===== src/shared/power_mode_cfg.svh =====
/*
  Register offsets, field positions and reset values for the power mode
  configuration block. Assumes inclusion by bare name from design files.
*/
`ifndef POWER_MODE_CFG_SVH
`define POWER_MODE_CFG_SVH

// ***************************************************************
// register map (byte addresses on the avalon word bus)
// ***************************************************************
`define PMC_CONFIG_ADDR 8'h70
`define PMC_STATUS_ADDR 8'h74
`define PMC_REQUEST_ADDR 8'h78
`define PMC_CONFIG_RESET 16'h0000
`define PMC_CONFIG_MASK 16'hfebf
// byte lane halves of the writable mask; reserved bits 8 and 6 stay zero
`define PMC_MASK_LO 8'hbf
`define PMC_MASK_HI 8'hfe

// ***************************************************************
// field positions of power_management_config
// ***************************************************************
`define PMC_NAP_SUPPRESS_BIT 15
`define PMC_SLEEP_SUPPRESS_BIT 14
`define PMC_SLEEP_KIND_BIT 13
`define PMC_LP_REFRESH_BIT 12
`define PMC_NO_RUN_ACK_BIT 11
`define PMC_QUIESCE_REQUEST_REQUIRED_BIT 10
`define PMC_SUSPEND_QUIESCE_ACK_BIT 9
`define PMC_ENABLE_BIT 7
`define PMC_DOZE_BIT 5
`define PMC_NAP_BIT 4
`define PMC_SLEEP_BIT 3
`define PMC_TEST_CLOCK_OUT_ENABLE_BIT 2
`define PMC_TEST_CLOCK_OUT_SOURCE_BIT 1
`define PMC_WAKE_BIT 0

// ***************************************************************
// cpu type codes and mode request bits
// ***************************************************************
`define PMC_CPU_TYPE_A 2'b00
`define PMC_CPU_TYPE_B 2'b11
`define PMC_REQ_DOZE_BIT 0
`define PMC_REQ_NAP_BIT 1
`define PMC_REQ_SLEEP_BIT 2
`define PMC_REQ_SUSPEND_BIT 3

`endif


===== src/shared/power_mode_pkg.sv =====
/*
  Types for the power mode configuration block.
  Assumes nothing beyond a SystemVerilog compiler.
*/
package power_mode_pkg;
  // power states of the device
  typedef enum logic [2:0] {
    ST_RUN = 3'b000,
    ST_DOZE = 3'b001,
    ST_NAP_MSG = 3'b010,
    ST_NAP = 3'b011,
    ST_SLEEP_MSG = 3'b100,
    ST_SLEEP = 3'b101,
    ST_SUSPEND = 3'b110
  } power_state_t;

  // special cycle message kinds
  typedef enum logic [1:0] {
    MSG_SHUTDOWN = 2'b00,
    MSG_HALT = 2'b01
  } pci_message_t;
endpackage : power_mode_pkg


===== src/hdl/power_mode_config.sv =====
/*
  Power mode configuration register and mode sequencer with an Avalon-MM
  slave. Assumes a single 250 MHz clock, synchronous inputs, and a PCI
  message engine that answers each message request with a done pulse.
*/
// Chosen here: the Avalon-MM register port.
`timescale 1ns/1ps
`default_nettype none
`include "power_mode_cfg.svh"

module power_mode_config (
  // clock and reset
  input wire logic sys_clk_i,
  input wire logic rst_i,
  // avalon-mm slave
  input wire logic [7:0] avs_address_i,
  input wire logic avs_read_i,
  input wire logic avs_write_i,
  input wire logic [31:0] avs_writedata_i,
  input wire logic [3:0] avs_byteenable_i,
  output logic [31:0] avs_readdata_o,
  output logic avs_waitrequest_o,
  // processor side
  input wire logic [1:0] cpu_type_field_i,
  input wire logic quiesce_request_i,
  input wire logic second_cpu_bus_request_i,
  input wire logic wake_event_i,
  output logic quiesce_acknowledge_o,
  // pci message engine
  input wire logic pci_mem_access_i,
  input wire logic msg_done_i,
  output logic msg_req_o,
  output power_mode_pkg::pci_message_t msg_kind_o,
  // memory and clocks
  output logic refresh_enable_o,
  input wire logic internal_clk_i,
  input wire logic system_clock_input_i,
  output logic test_clk_o,
  output logic test_clk_oe_o,
  // state view
  output power_mode_pkg::power_state_t power_state_o
);
  import power_mode_pkg::*;

  // ***************************************************************
  // registers
  // ***************************************************************
  logic [15:0] power_management_config;
  logic [3:0] mode_request;
  power_state_t state;
  power_state_t next_state;
  logic bus_ack;
  logic wr_hit;

  // field shorthands
  wire pm_on = power_management_config[`PMC_ENABLE_BIT];
  wire doze_ok = pm_on && power_management_config[`PMC_DOZE_BIT];
  wire nap_ok = pm_on && power_management_config[`PMC_NAP_BIT];
  wire sleep_ok = pm_on && power_management_config[`PMC_SLEEP_BIT];
  // quiesce gate applies only for cpu type 00
  wire quiesce_request_ok = !(cpu_type_field_i == `PMC_CPU_TYPE_A &&
    power_management_config[`PMC_QUIESCE_REQUEST_REQUIRED_BIT]) ||
    quiesce_request_i;
  wire cpu_wake = power_management_config[`PMC_WAKE_BIT] &&
    second_cpu_bus_request_i;
  wire snoop_wake = cpu_type_field_i == `PMC_CPU_TYPE_B &&
    pci_mem_access_i;

  // ***************************************************************
  // avalon slave: one wait cycle, then acknowledge
  // ***************************************************************
  // waitrequest drops for exactly one cycle per request
  always_ff @(posedge sys_clk_i) begin
    if (rst_i) begin
      bus_ack <= 1'b0;
    end else begin
      bus_ack <= (avs_read_i || avs_write_i) && !bus_ack;
    end
  end

  always_ff @(posedge sys_clk_i) begin
    if (rst_i) begin
      avs_waitrequest_o <= 1'b1;
    end else begin
      avs_waitrequest_o <= !((avs_read_i || avs_write_i) && !bus_ack);
    end
  end

  assign wr_hit = avs_write_i && bus_ack;

  // config register, byte lanes 0 and 1; reserved bits held zero
  always_ff @(posedge sys_clk_i) begin
    if (rst_i) begin
      power_management_config <= `PMC_CONFIG_RESET;
    end else if (wr_hit && avs_address_i == `PMC_CONFIG_ADDR) begin
      if (avs_byteenable_i[0]) begin
        power_management_config[7:0] <= avs_writedata_i[7:0] &
          `PMC_MASK_LO;
      end
      if (avs_byteenable_i[1]) begin
        power_management_config[15:8] <= avs_writedata_i[15:8] &
          `PMC_MASK_HI;
      end
    end
  end

  // software mode requests; hardware clears all four bits on any state change that does not return to run
  always_ff @(posedge sys_clk_i) begin
    if (rst_i) begin
      mode_request <= 4'h0;
    end else if (wr_hit && avs_address_i == `PMC_REQUEST_ADDR &&
        avs_byteenable_i[0]) begin
      mode_request <= avs_writedata_i[3:0];
    end else if (state != next_state && next_state != ST_RUN) begin
      mode_request <= 4'h0;
    end
  end

  // read data, registered; unmapped words read zero
  always_ff @(posedge sys_clk_i) begin
    if (rst_i) begin
      avs_readdata_o <= 32'h0000_0000;
    end else if (avs_read_i && !bus_ack) begin
      unique case (avs_address_i)
        `PMC_CONFIG_ADDR: avs_readdata_o <= {16'h0000,
          power_management_config};
        `PMC_STATUS_ADDR: avs_readdata_o <= {29'h0000_0000, state};
        `PMC_REQUEST_ADDR: avs_readdata_o <= {28'h000_0000, mode_request};
        default: avs_readdata_o <= 32'h0000_0000;
      endcase
    end
  end

  // ***************************************************************
  // mode sequencer
  // ***************************************************************
  // one mode at a time; messages finish before nap or sleep is entered
  always_comb begin
    next_state = state;
    unique case (state)
      ST_RUN: begin
        if (!pm_on) begin
          next_state = ST_RUN;
        end else if (mode_request[`PMC_REQ_SLEEP_BIT] && sleep_ok &&
            quiesce_request_ok) begin
          next_state = power_management_config[`PMC_SLEEP_SUPPRESS_BIT] ?
            ST_SLEEP : ST_SLEEP_MSG;
        end else if (mode_request[`PMC_REQ_NAP_BIT] && nap_ok &&
            quiesce_request_ok) begin
          next_state = power_management_config[`PMC_NAP_SUPPRESS_BIT] ?
            ST_NAP : ST_NAP_MSG;
        end else if (mode_request[`PMC_REQ_DOZE_BIT] && doze_ok) begin
          next_state = ST_DOZE;
        end else if (mode_request[`PMC_REQ_SUSPEND_BIT]) begin
          next_state = ST_SUSPEND;
        end
      end
      ST_NAP_MSG: if (msg_done_i) next_state = ST_NAP;
      ST_SLEEP_MSG: if (msg_done_i) next_state = ST_SLEEP;
      ST_NAP: begin
        if (wake_event_i || cpu_wake || snoop_wake || !pm_on) begin
          next_state = ST_RUN;
        end
      end
      ST_SLEEP: begin
        if (wake_event_i || cpu_wake || !pm_on) begin
          next_state = ST_RUN;
        end
      end
      ST_DOZE, ST_SUSPEND: begin
        if (wake_event_i || !pm_on) begin
          next_state = ST_RUN;
        end
      end
      default: next_state = ST_RUN;
    endcase
  end

  always_ff @(posedge sys_clk_i) begin
    if (rst_i) begin
      state <= ST_RUN;
    end else begin
      state <= next_state;
    end
  end

  always_ff @(posedge sys_clk_i) begin
    if (rst_i) begin
      power_state_o <= ST_RUN;
    end else begin
      power_state_o <= next_state;
    end
  end

  // message request held until the engine reports done
  always_ff @(posedge sys_clk_i) begin
    if (rst_i) begin
      msg_req_o <= 1'b0;
      msg_kind_o <= MSG_HALT;
    end else begin
      msg_req_o <= (next_state == ST_NAP_MSG ||
        next_state == ST_SLEEP_MSG) && !msg_done_i;
      msg_kind_o <= (next_state == ST_SLEEP_MSG &&
        power_management_config[`PMC_SLEEP_KIND_BIT]) ?
        MSG_SHUTDOWN : MSG_HALT;
    end
  end

  // refresh stops in sleep/suspend unless low-power refresh is on
  always_ff @(posedge sys_clk_i) begin
    if (rst_i) begin
      refresh_enable_o <= 1'b1;
    end else begin
      refresh_enable_o <= !(next_state == ST_SLEEP ||
        next_state == ST_SUSPEND) ||
        power_management_config[`PMC_LP_REFRESH_BIT];
    end
  end

  // quiesce acknowledge: suspend entry or snoop run signal after nap
  always_ff @(posedge sys_clk_i) begin
    if (rst_i) begin
      quiesce_acknowledge_o <= 1'b0;
    end else if (next_state == ST_SUSPEND) begin
      quiesce_acknowledge_o <=
        power_management_config[`PMC_SUSPEND_QUIESCE_ACK_BIT];
    end else if (state == ST_NAP && next_state == ST_RUN && snoop_wake) begin
      quiesce_acknowledge_o <=
        !power_management_config[`PMC_NO_RUN_ACK_BIT];
    end else if (next_state == ST_RUN) begin
      quiesce_acknowledge_o <= 1'b0;
    end
  end

  // ***************************************************************
  // test clock output
  // ***************************************************************
  // registered, so the pin follows the chosen source one cycle late
  always_ff @(posedge sys_clk_i) begin
    if (rst_i) begin
      test_clk_o <= 1'b0;
      test_clk_oe_o <= 1'b0;
    end else begin
      test_clk_o <= power_management_config[`PMC_TEST_CLOCK_OUT_SOURCE_BIT] ?
        system_clock_input_i : internal_clk_i;
      test_clk_oe_o <= power_management_config[`PMC_TEST_CLOCK_OUT_ENABLE_BIT];
    end
  end
endmodule : power_mode_config
`default_nettype wire


===== config.mk =====
export PLATFORM = sky130hd
export DESIGN_NAME = power_mode_config
export DESIGN_NICKNAME = d
export VERILOG_FILES = /design/src/shared/power_mode_pkg.sv /design/src/hdl/power_mode_config.sv
export VERILOG_INCLUDE_DIRS = /design/src /design/src/shared
export SDC_FILE = /design/constraint.sdc
export NUM_CORES = 1
export LEC_CHECK = 0
export ABC_CLOCK_PERIOD_IN_PS = 4950
export BUFFER_PORTS_ARGS = -buffer_cell sky130_fd_sc_hd__buf_4
export CAP_MARGIN = 25
export CORE_UTILIZATION = 30
export DETAILED_ROUTE_END_ITERATION = 12
export SYNTH_ARGS = -nofsm -noshare
export SYNTH_HDL_FRONTEND = slang
export SYNTH_SLANG_ARGS = --single-unit

===== constraint.sdc =====
create_clock -name sys_clk_i -period 4.95 [get_ports sys_clk_i]
set_input_delay 0.2475 -clock sys_clk_i [delete_from_list [all_inputs] [get_ports sys_clk_i]]
set_output_delay 0.2475 -clock sys_clk_i [all_outputs]
set_load 0.03 [all_outputs]

==> results.json, run 1 <==
{
  "layout_commonest_cell": "buf_4",
  "hp-start": "msg_done_i",
  "synth_top_area_share_pct": 39.8,
  "status": "finished clean",
  "yosys_most_used_dff": "dfxtp_1",
  "ys_seq_elements": 43,
  "clk_pin_slew_worst_paths_ns": 0.08,
  "cts_tree": "done",
  "rsz0062_at_grt": "false",
  "tns_ns": 0,
  "synth_cell_types": 51,
  "synth_area_sq_um": 2160,
  "finalPower_w": 0.000740,
  "cts_setup_buffers": 0,
  "cts_max_level": 2,
  "clk_latency_ns": 0.30,
  "cp-end-kind": "flip-flop",
  "numPortBuffers": 60,
  "core_area_sq_um": 6870,
  "ctsHoldBuffers": 0,
  "area_growth_pct": 26.9,
  "cts_made_buffers": 5,
  "met3_usage_pct": 3.03,
  "maxSlewHeadroom_pct": 50.1,
  "fp.dieArea_sq_um": 7550,
  "mostFrequentLayoutCells": "buf_4, dfxtp_1, nor2_1",
  "use_met2_pct": 23.5,
  "dp_hpwl_microns": 3970,
  "grt_usage_pct": 14.6,
  "peakVddDrop_uv": 92.9,
  "initial_utilization_pct": 31.5,
  "grt_pass1_wl_microns": 8440,
  "p_per_area_nw_per_um2": 270,
  "report.final.hold_viol_count": 0,
  "synth.area.top_cells": "dfxtp_1, mux2i_1, buf_4, nor2_1, a22oi_1",
  "io_pins": 100,
  "synth_edf_count": 0,
  "place.gp.congestion": 0.843,
  "yosysSeqAreaShare_pct": 39.8,
  "p_leak_nw": 1.19,
  "antennaDiodeCount": 0,
  "cts-resized-gates": 0,
  "fin_crit_sh_pct": 45.4,
  "wirelength_microns": 5300,
  "syn_avg_cell_area_sq_um": 9.19,
  "setup_violations": 0,
  "globalRoute.totalOverflow": 0,
  "die_h_microns": 86.9,
  "drtIter0Drc": 151,
  "cts.sinks": 43,
  "drt-wirelength-per-cell_microns": 13.7,
  "crit_required_ns": 5.17,
  "tightest_slew_ns": 0.744,
  "critPathArrivalTime_ns": 2.47,
  "num_rows": 30,
  "root_buffer": "clkbuf_8",
  "drtAntennaViolNets": 0,
  "dr_total_vias": 1819,
  "avgViaCountPerCell": 4.70,
  "post-route-drc-count": 0,
  "cp_max_fo": 14,
  "cap_violations": 0,
  "postSynth.asyncResetShare_pct": 0,
  "use_met1_pct": 19.4,
  "dr.pass1.iters": 4,
  "final_nets": 347,
  "critPathLaunch": "power_state_o[1]",
  "slew_violations": 0,
  "hold_path.class": "in -> reg",
  "yosysWarnings": 0,
  "clock_skew_ns": 0.00875,
  "dp_cells": 379,
  "antenna_found_initial": 0,
  "path_class": "reg -> reg",
  "clock.fmax_ghz": 0.445,
  "stdcell_count": 387,
  "grt_pass1_vias": 1684,
  "cts_max_path_buffers": 2,
  "die_x_microns": 86.9,
  "period_minus_slack_ns": 2.25,
  "gr-max-usage-layer": "met2",
  "r2r-start": "power_state_o[1]",
  "grt_max_degree": 39,
  "netlist.top_cell.by_area": "dfxtp_1",
  "startpoint_type": "flip-flop",
  "drive_gt1_share_pct": 30.2,
  "syn_inst": 235
}
-- state kept, by name, summed over array words and instances, names as in the netlist, 3 cells and up --
name                     cells
power_state_o                3
avs_readdata_o              14
mode_request                 4
power_management_config     14
-- synth_stat cells, types with 3 or more instances --
cell      instances
a21oi_1           6
a22oi_1          15
a32oi_1           4
buf_1             3
buf_4            19
clkbuf_1          5
dfxtp_1          43
inv_1             4
mux2_2            4
mux2i_1          17
nand2_1          11
nand2b_1          4
nand3_1           5
nand4_1           3
nor2_1           32
nor2b_1           4
nor4_1            4
o21ai_0           7
o21ai_1           4
or2_2             3
-- worst max-delay path, stage by stage (launching register included) --
cell	delay, ns
dfxtp_1	0.49
nor4b_1	0.58
o21ai_0	0.24
o22ai_2	0.32
o21ai_0	0.18
mux2i_1	0.15
a211oi_1	0.20
-- area by class of cell --
class / count / area, sq um
timing repair buffer: 60 / 450
tap: 96 / 120
clock inverter: 3 / 67.6
fill: 719 / 4130
clock buffer: 5 / 68.8
inverter: 4 / 15.0
multi-input combinational: 176 / 1160
sequential: 43 / 861
-- worst paths after layout --
check / slack [ns] / to / depth (start not counted)
max: 2.70 / quiesce_acknowledge_o / 6
max reg2reg: 2.70 / quiesce_acknowledge_o / 6
min: 0.12 / msg_req_o / 2
min reg2reg: 0.44 / msg_kind_o[0] / 1
-- through the flow --
stage	utilization, %	hold slack (ns)	setup WS [ns]	area, sq um
final	39.9	0.116	2.70	2740
after global routing	39.9	0.124	2.39	2740
after CTS	39.9	0.116	2.76	2740
after detailed placement	37.9	0.417	2.78	2610
after global placement	37.9	0.415	2.79	2610
after floorplan	-	0.318	2.86	2230
-- per-layer routing --
metal / vias to the layer above / part of all wire (%)
li1: 922 / -
met1: 844 / 47
met2: 47 / 47
met3: 6 / 4.7
met4: 0 / 1.3
met5: - / 0
-- power by group --
part           switching [W]  internal [W]  total (W)
clock               0.000128      0.000201   0.000329
combinational      0.0000404     0.0000227  0.0000632
sequential        0.00000102      0.000347   0.000348
-- cells by family (layout without fill, tap and decap cells) --
| group | after synthesis | in the layout | synth area share (%) |
|---|---|---|---|
| compound gates | 49 | 49 | 17.0 |
| simple gates | 86 | 86 | 22.9 |
| buf+inv | 34 | 72 | 9.67 |
| flops | 43 | 43 | 39.8 |
| xor+xnor | 1 | 1 | 0.405 |
| mux | 21 | 21 | 9.96 |
| other cells | 1 | 19 | 0.174 |
(Power assumes the default switching activity.)
==> run 2, diff against run 1 <==
- ABC_CLOCK_PERIOD_IN_PS: 4950 -> 2180
- clock period: 4.95 -> 2.18 ns (I/O delays scaled with it)
==> run 2 against run 1 <==
Clock-buffer cell count did not move; non-clock buffer count rose by 11; sequential cell count did not move; clock skew fell by 0.00069 ns; combinational power rose by 130%; via count rose by 2.5%; die area did not move; core utilization rose by 0.69 points; largest power group unchanged.
==> results.json, run 2 (same netlist as run 1, synthesis figures left out) <==
{
  "status": "finished clean",
  "p_sw_w": 0.000382,
  "clk_pin_slew_worst_paths_ns": 0.09,
  "critPathArrivalTime_ns": 2.21,
  "regToRegSetupSlack_ns": 0.15,
  "drive_gt1_share_pct": 32.8,
  "grt_usage_pct": 14.6,
  "fillCellCount": 709,
  "worstReg2RegEnd": "refresh_enable_o",
  "peakVddDrop_uv": 230,
  "cts_setup_buffers": 0,
  "crit_required_ns": 2.36,
  "p_int_w": 0.00107,
  "clkPwrFrac_pct": 35.5,
  "r2r-start": "power_state_o[1]",
  "dp_hpwl_microns": 4070,
  "drtIter0Drc": 98,
  "clk_latency_ns": 0.29,
  "fin_crit_sh_pct": 93.2,
  "clock.fmax_ghz": 0.492,
  "top_regs": "avs_readdata_o: 14 flops, power_management_config: 14 flops, mode_request: 4 flops",
  "dr.pass1.iters": 4,
  "report.final.hold_viol_count": 0,
  "stdcell_count": 398,
  "grt_pass1_wl_microns": 8480,
  "rsz0062_at_grt": "false",
  "fp.dieArea_sq_um": 7550,
  "place_ws_ns": 0.159,
  "hold_path.class": "in -> reg",
  "final_nets": 358,
  "post-route-drc-count": 0,
  "rr_worst_depth": 6,
  "root_buffer": "clkbuf_8",
  "power_frac_seq_pct": 54.4,
  "avgViaCountPerCell": 4.69,
  "initial_utilization_pct": 31.5,
  "worst_slack_ns": 0.148,
  "startpoint_type": "flip-flop",
  "maxSlewHeadroom_pct": 61.7,
  "fin_hold_ws_ns": 0.0338,
  "critPathLaunch": "power_state_o[1]",
  "mostFrequentLayoutCells": "buf_4, dfxtp_1, nor2_1",
  "wirelength_microns": 5300,
  "setup_violations": 0,
  "globalRoute.totalOverflow": 0,
  "dr_total_vias": 1865,
  "cts_tree": "done",
  "clock_skew_ns": 0.00806,
  "io_pins": 100,
  "tns_ns": 0,
  "p_comb_share_pct": 10.1,
  "dp_cells": 389,
  "p_per_area_nw_per_um2": 522,
  "path_class": "reg -> reg",
  "area_growth_pct": 29.1,
  "num_rows": 30,
  "die_h_microns": 86.9,
  "p_leak_nw": 1.22,
  "cts_max_path_buffers": 2,
  "switching_share_pct": 26.3,
  "finish.utilization_pct": 40.6,
  "numPortBuffers": 60,
  "period_minus_slack_ns": 2.03,
  "grt_max_degree": 39,
  "place.gp.congestion": 0.807,
  "cts.sinks": 43,
  "drt-wirelength-per-cell_microns": 13.3,
  "drtAntennaViolNets": 0,
  "cts_made_buffers": 5,
  "antenna_found_initial": 0,
  "cap_violations": 0,
  "grt_pass1_vias": 1705,
  "crit_end": "refresh_enable_o",
  "antennaDiodeCount": 0,
  "cp_max_fo": 6,
  "cts_max_level": 2,
  "slew_violations": 0,
  "cp-end-kind": "flip-flop",
  "die_x_microns": 86.9,
  "layout_commonest_cell": "buf_4",
  "tightest_slew_ns": 0.569,
  "core_area_sq_um": 6870
}
run 2: per-layer routing:
layer | track usage, % | wire (microns) | vias to the layer above
li1 | - | - | 937
met1 | 19.3 | 2500 | 882
met2 | 23.3 | 2530 | 44
met3 | 2.84 | 220 | 2
met4 | 5.91 | 55 | 0
met5 | 0 | 0 | -
run 2: worst min-delay path by stage:
| stage | slack (ns) | end | start | cells past startpoint |
|---|---|---|---|---|
| after floorplan | 0.18 | power_state_o[2] | rst_i | 1 |
| after global placement | 0.30 | msg_req_o | msg_done_i | 2 |
| after detailed placement | 0.30 | msg_req_o | msg_done_i | 2 |
| after CTS | 0.02 | mode_request[0] | avs_writedata_i[0] | 3 |
| after global routing | 0.04 | power_management_config[12] | avs_writedata_i[12] | 3 |
| final | 0.03 | mode_request[0] | avs_writedata_i[0] | 3 |
run 2: repair_timing:
item / 4_1_cts / 5_1_grt
setup endpoints to repair: 0 / 1
hold buffers: 1 / 0
hold endpoints to repair: 1 / 0
resized for setup: 0 / 1
run 2: area by class of cell:
type                    count  area [sq um]  share of cell area [%]
inverters                   4          15.0                   0.538
well taps                  96           120                    4.31
clock inverters             3          23.8                   0.852
repair buffers             71           536                    19.2
clock buffers               5          68.8                    2.47
flip-flops and latches     43           861                    30.9
multi-input cells         176          1160                    41.8
run 2: critical path, cell delays in order, from the launching register on:
cell,delay [ns]
dfxtp_1,0.39
or4b_4,0.57
nor4_2,0.33
a221oi_2,0.11
nand3_2,0.12
nor2_2,0.06
or3b_1,0.35
run 2: power by group through the flow:
stage,sequential [W],clock [W],combinational [W]
5_1_grt,0.000792,0.000568,0.000158
3_5_place_dp,0.000809,0,0.000146
4_1_cts,0.000791,0.000541,0.000148
6_report,0.000791,0.000517,0.000147
2_1_floorplan,0.000814,0,0.0000991
3_3_place_gp,0.000809,0,0.000147
run 2: through the flow:
step / power, W / cell area [sq um]
6_report: 0.00145 / 2790
2_1_floorplan: 0.000913 / 2230
5_1_grt: 0.00152 / 2790
4_1_cts: 0.00148 / 2780
3_5_place_dp: 0.000955 / 2680
3_3_place_gp: 0.000956 / 2680
==> run 3, diff against run 2 <==
- ABC_CLOCK_PERIOD_IN_PS: 2180 -> 2600
- HOLD_SLACK_MARGIN: default -> 0.05
- PLACE_DENSITY: default -> 0.55
- clock period: 2.18 -> 2.6 ns (I/O delays scaled with it)
==> run 3 against run 2 <==
Via count rose by 0.11%; clock skew rose by 0.0010 ns; clock-buffer cell count did not move; fmax fell by 5.7%; critical endpoint unchanged; largest power group unchanged.
==> results.json, run 3 (same netlist as run 1, synthesis figures left out) <==
{
  "post-route-drc-count": 0,
  "cts-resized-gates": 0,
  "critPathArrivalTime_ns": 2.34,
  "core_area_sq_um": 6870,
  "grt_pass1_wl_microns": 8510,
  "cts.sinks": 43,
  "p_per_area_nw_per_um2": 446,
  "grt_usage_pct": 14.5,
  "dp_hpwl_microns": 4030,
  "cts_max_level": 2,
  "dpl-instance-area_sq_um": 2650,
  "antennaDiodeCount": 0,
  "cts_made_buffers": 5,
  "numPortBuffers": 60,
  "tns_ns": 0,
  "globalRoute.totalOverflow": 0,
  "final_nets": 357,
  "hold_path.class": "in -> reg",
  "grt_pass1_vias": 1765,
  "fin_crit_sh_pct": 82.9,
  "cts_setup_buffers": 0,
  "drive_gt1_share_pct": 31.2,
  "cpPeakStageDelay_ns": 0.53,
  "period_minus_slack_ns": 2.15,
  "wirelength_microns": 5350,
  "num_rows": 30,
  "place.gp.congestion": 0.833,
  "report.final.hold_viol_count": 0,
  "drt-wirelength-per-cell_microns": 13.5,
  "grt_max_degree": 39,
  "setup_violations": 0,
  "dr_total_vias": 1867,
  "drtIter0Drc": 134,
  "rsz0062_at_grt": "false",
  "cp_max_fo": 11,
  "die_h_microns": 86.9,
  "cp-end-kind": "flip-flop",
  "clock.fmax_ghz": 0.464,
  "p_leak_nw": 1.22,
  "io_pins": 100,
  "crit_required_ns": 2.79,
  "clock_skew_ns": 0.00910,
  "peakVddDrop_uv": 204,
  "status": "finished clean",
  "ctsHoldBuffers": 4,
  "clk_latency_ns": 0.31,
  "area_growth_pct": 28.9,
  "root_buffer": "clkbuf_8",
  "dr.pass1.iters": 4,
  "initial_utilization_pct": 31.5,
  "cap_violations": 0,
  "avgViaCountPerCell": 4.70,
  "fp.dieArea_sq_um": 7550,
  "slew_violations": 0,
  "maxSlewHeadroom_pct": 51.3,
  "tightest_slew_ns": 0.727,
  "cpMaxStageDelayCell": "or4b_4",
  "cts_max_path_buffers": 2,
  "die_x_microns": 86.9,
  "clk_pin_slew_worst_paths_ns": 0.09,
  "cts_tree": "done",
  "crit_path_cell_trace": "or4b_4 > nor4_2 > a221oi_2 > nand3_2 > nor2_2 > or3b_1",
  "path_class": "reg -> reg",
  "top_regs": "avs_readdata_o: 14 flops, power_management_config: 14 flops, mode_request: 4 flops",
  "drtAntennaViolNets": 0,
  "antenna_found_initial": 0,
  "layout_commonest_cell": "buf_4",
  "final_cell_area_sq_um": 2790,
  "startpoint_type": "flip-flop",
  "mostFrequentLayoutCells": "buf_4, dfxtp_1, nor2_1"
}
==> run 3: changes by cell type in the layout (fill, tap and decap cells not counted), sizes merged <==
| cell | previous run | this run |
|---|---|---|
| buf | 70 | 66 |
| dlygate4sd3 | 1 | 4 |
| clkinvlp | 2 | 0 |
| clkinv | 0 | 1 |
| inv | 5 | 6 |
==> run 3: final timing paths <==
check                                                  from          endpoint  slack, ns  depth (start not counted)
worst min-delay path                         internal_clk_i        test_clk_o       0.05                          3
worst max register to register   power_management_config[7]  refresh_enable_o       0.45                          6
worst min register to register  power_management_config[13]     msg_kind_o[0]       0.43                          1
worst max-delay path             power_management_config[7]  refresh_enable_o       0.45                          6
==> run 3: power breakdown <==
part	switching (W)	total [W]	leakage (nW)	internal [W]
clock network	0.000255	0.000453	0.0491	0.000198
registers	0.00000207	0.000663	0.347	0.000661
logic	0.0000783	0.000127	0.823	0.0000487
==> run 3: final cells by class <==
class	count	area, sq um
Fill cell	693	4080
Multi-Input combinational cell	176	1160
Sequential cell	43	861
Timing Repair Buffer	70	536
Tap cell	96	120
Clock buffer	5	68.8
Clock inverter	3	26.3
Inverter	4	15.0
==> run 3: routing by layer <==
metal / share of wire (%) / vias to the layer above / GRT usage, % / wire (microns)
li1: - / 937 / - / -
met1: 48 / 868 / 19.9 / 2560
met2: 47 / 57 / 23.3 / 2500
met3: 4.2 / 5 / 2.65 / 227
met4: 1.3 / 0 / 4.09 / 67
met5: 0 / - / 0 / 0
==> run 3: critical path, delay by kind of cell (launching register included) <==
family / cells / cell delay [ns]
DFF: 1 / 0.52
and+or+nand+nor: 5 / 1.41
AOI/OAI and AO/OA: 1 / 0.11
==> run 3: per-stage QoR <==
step | hold slack [ns] | cells | worst slack (ns) | power [W] | util [%]
global placement | 0.320 | 385 | 0.466 | 0.000801 | 38.6
finish | 0.0508 | 397 | 0.446 | 0.00124 | 40.5
floorplan | 0.200 | 253 | 0.506 | 0.000765 | -
global route | 0.0621 | 397 | 0.311 | 0.00130 | 40.5
CTS | 0.0504 | 397 | 0.459 | 0.00126 | 40.5
detailed placement | 0.324 | 385 | 0.482 | 0.000801 | 38.6
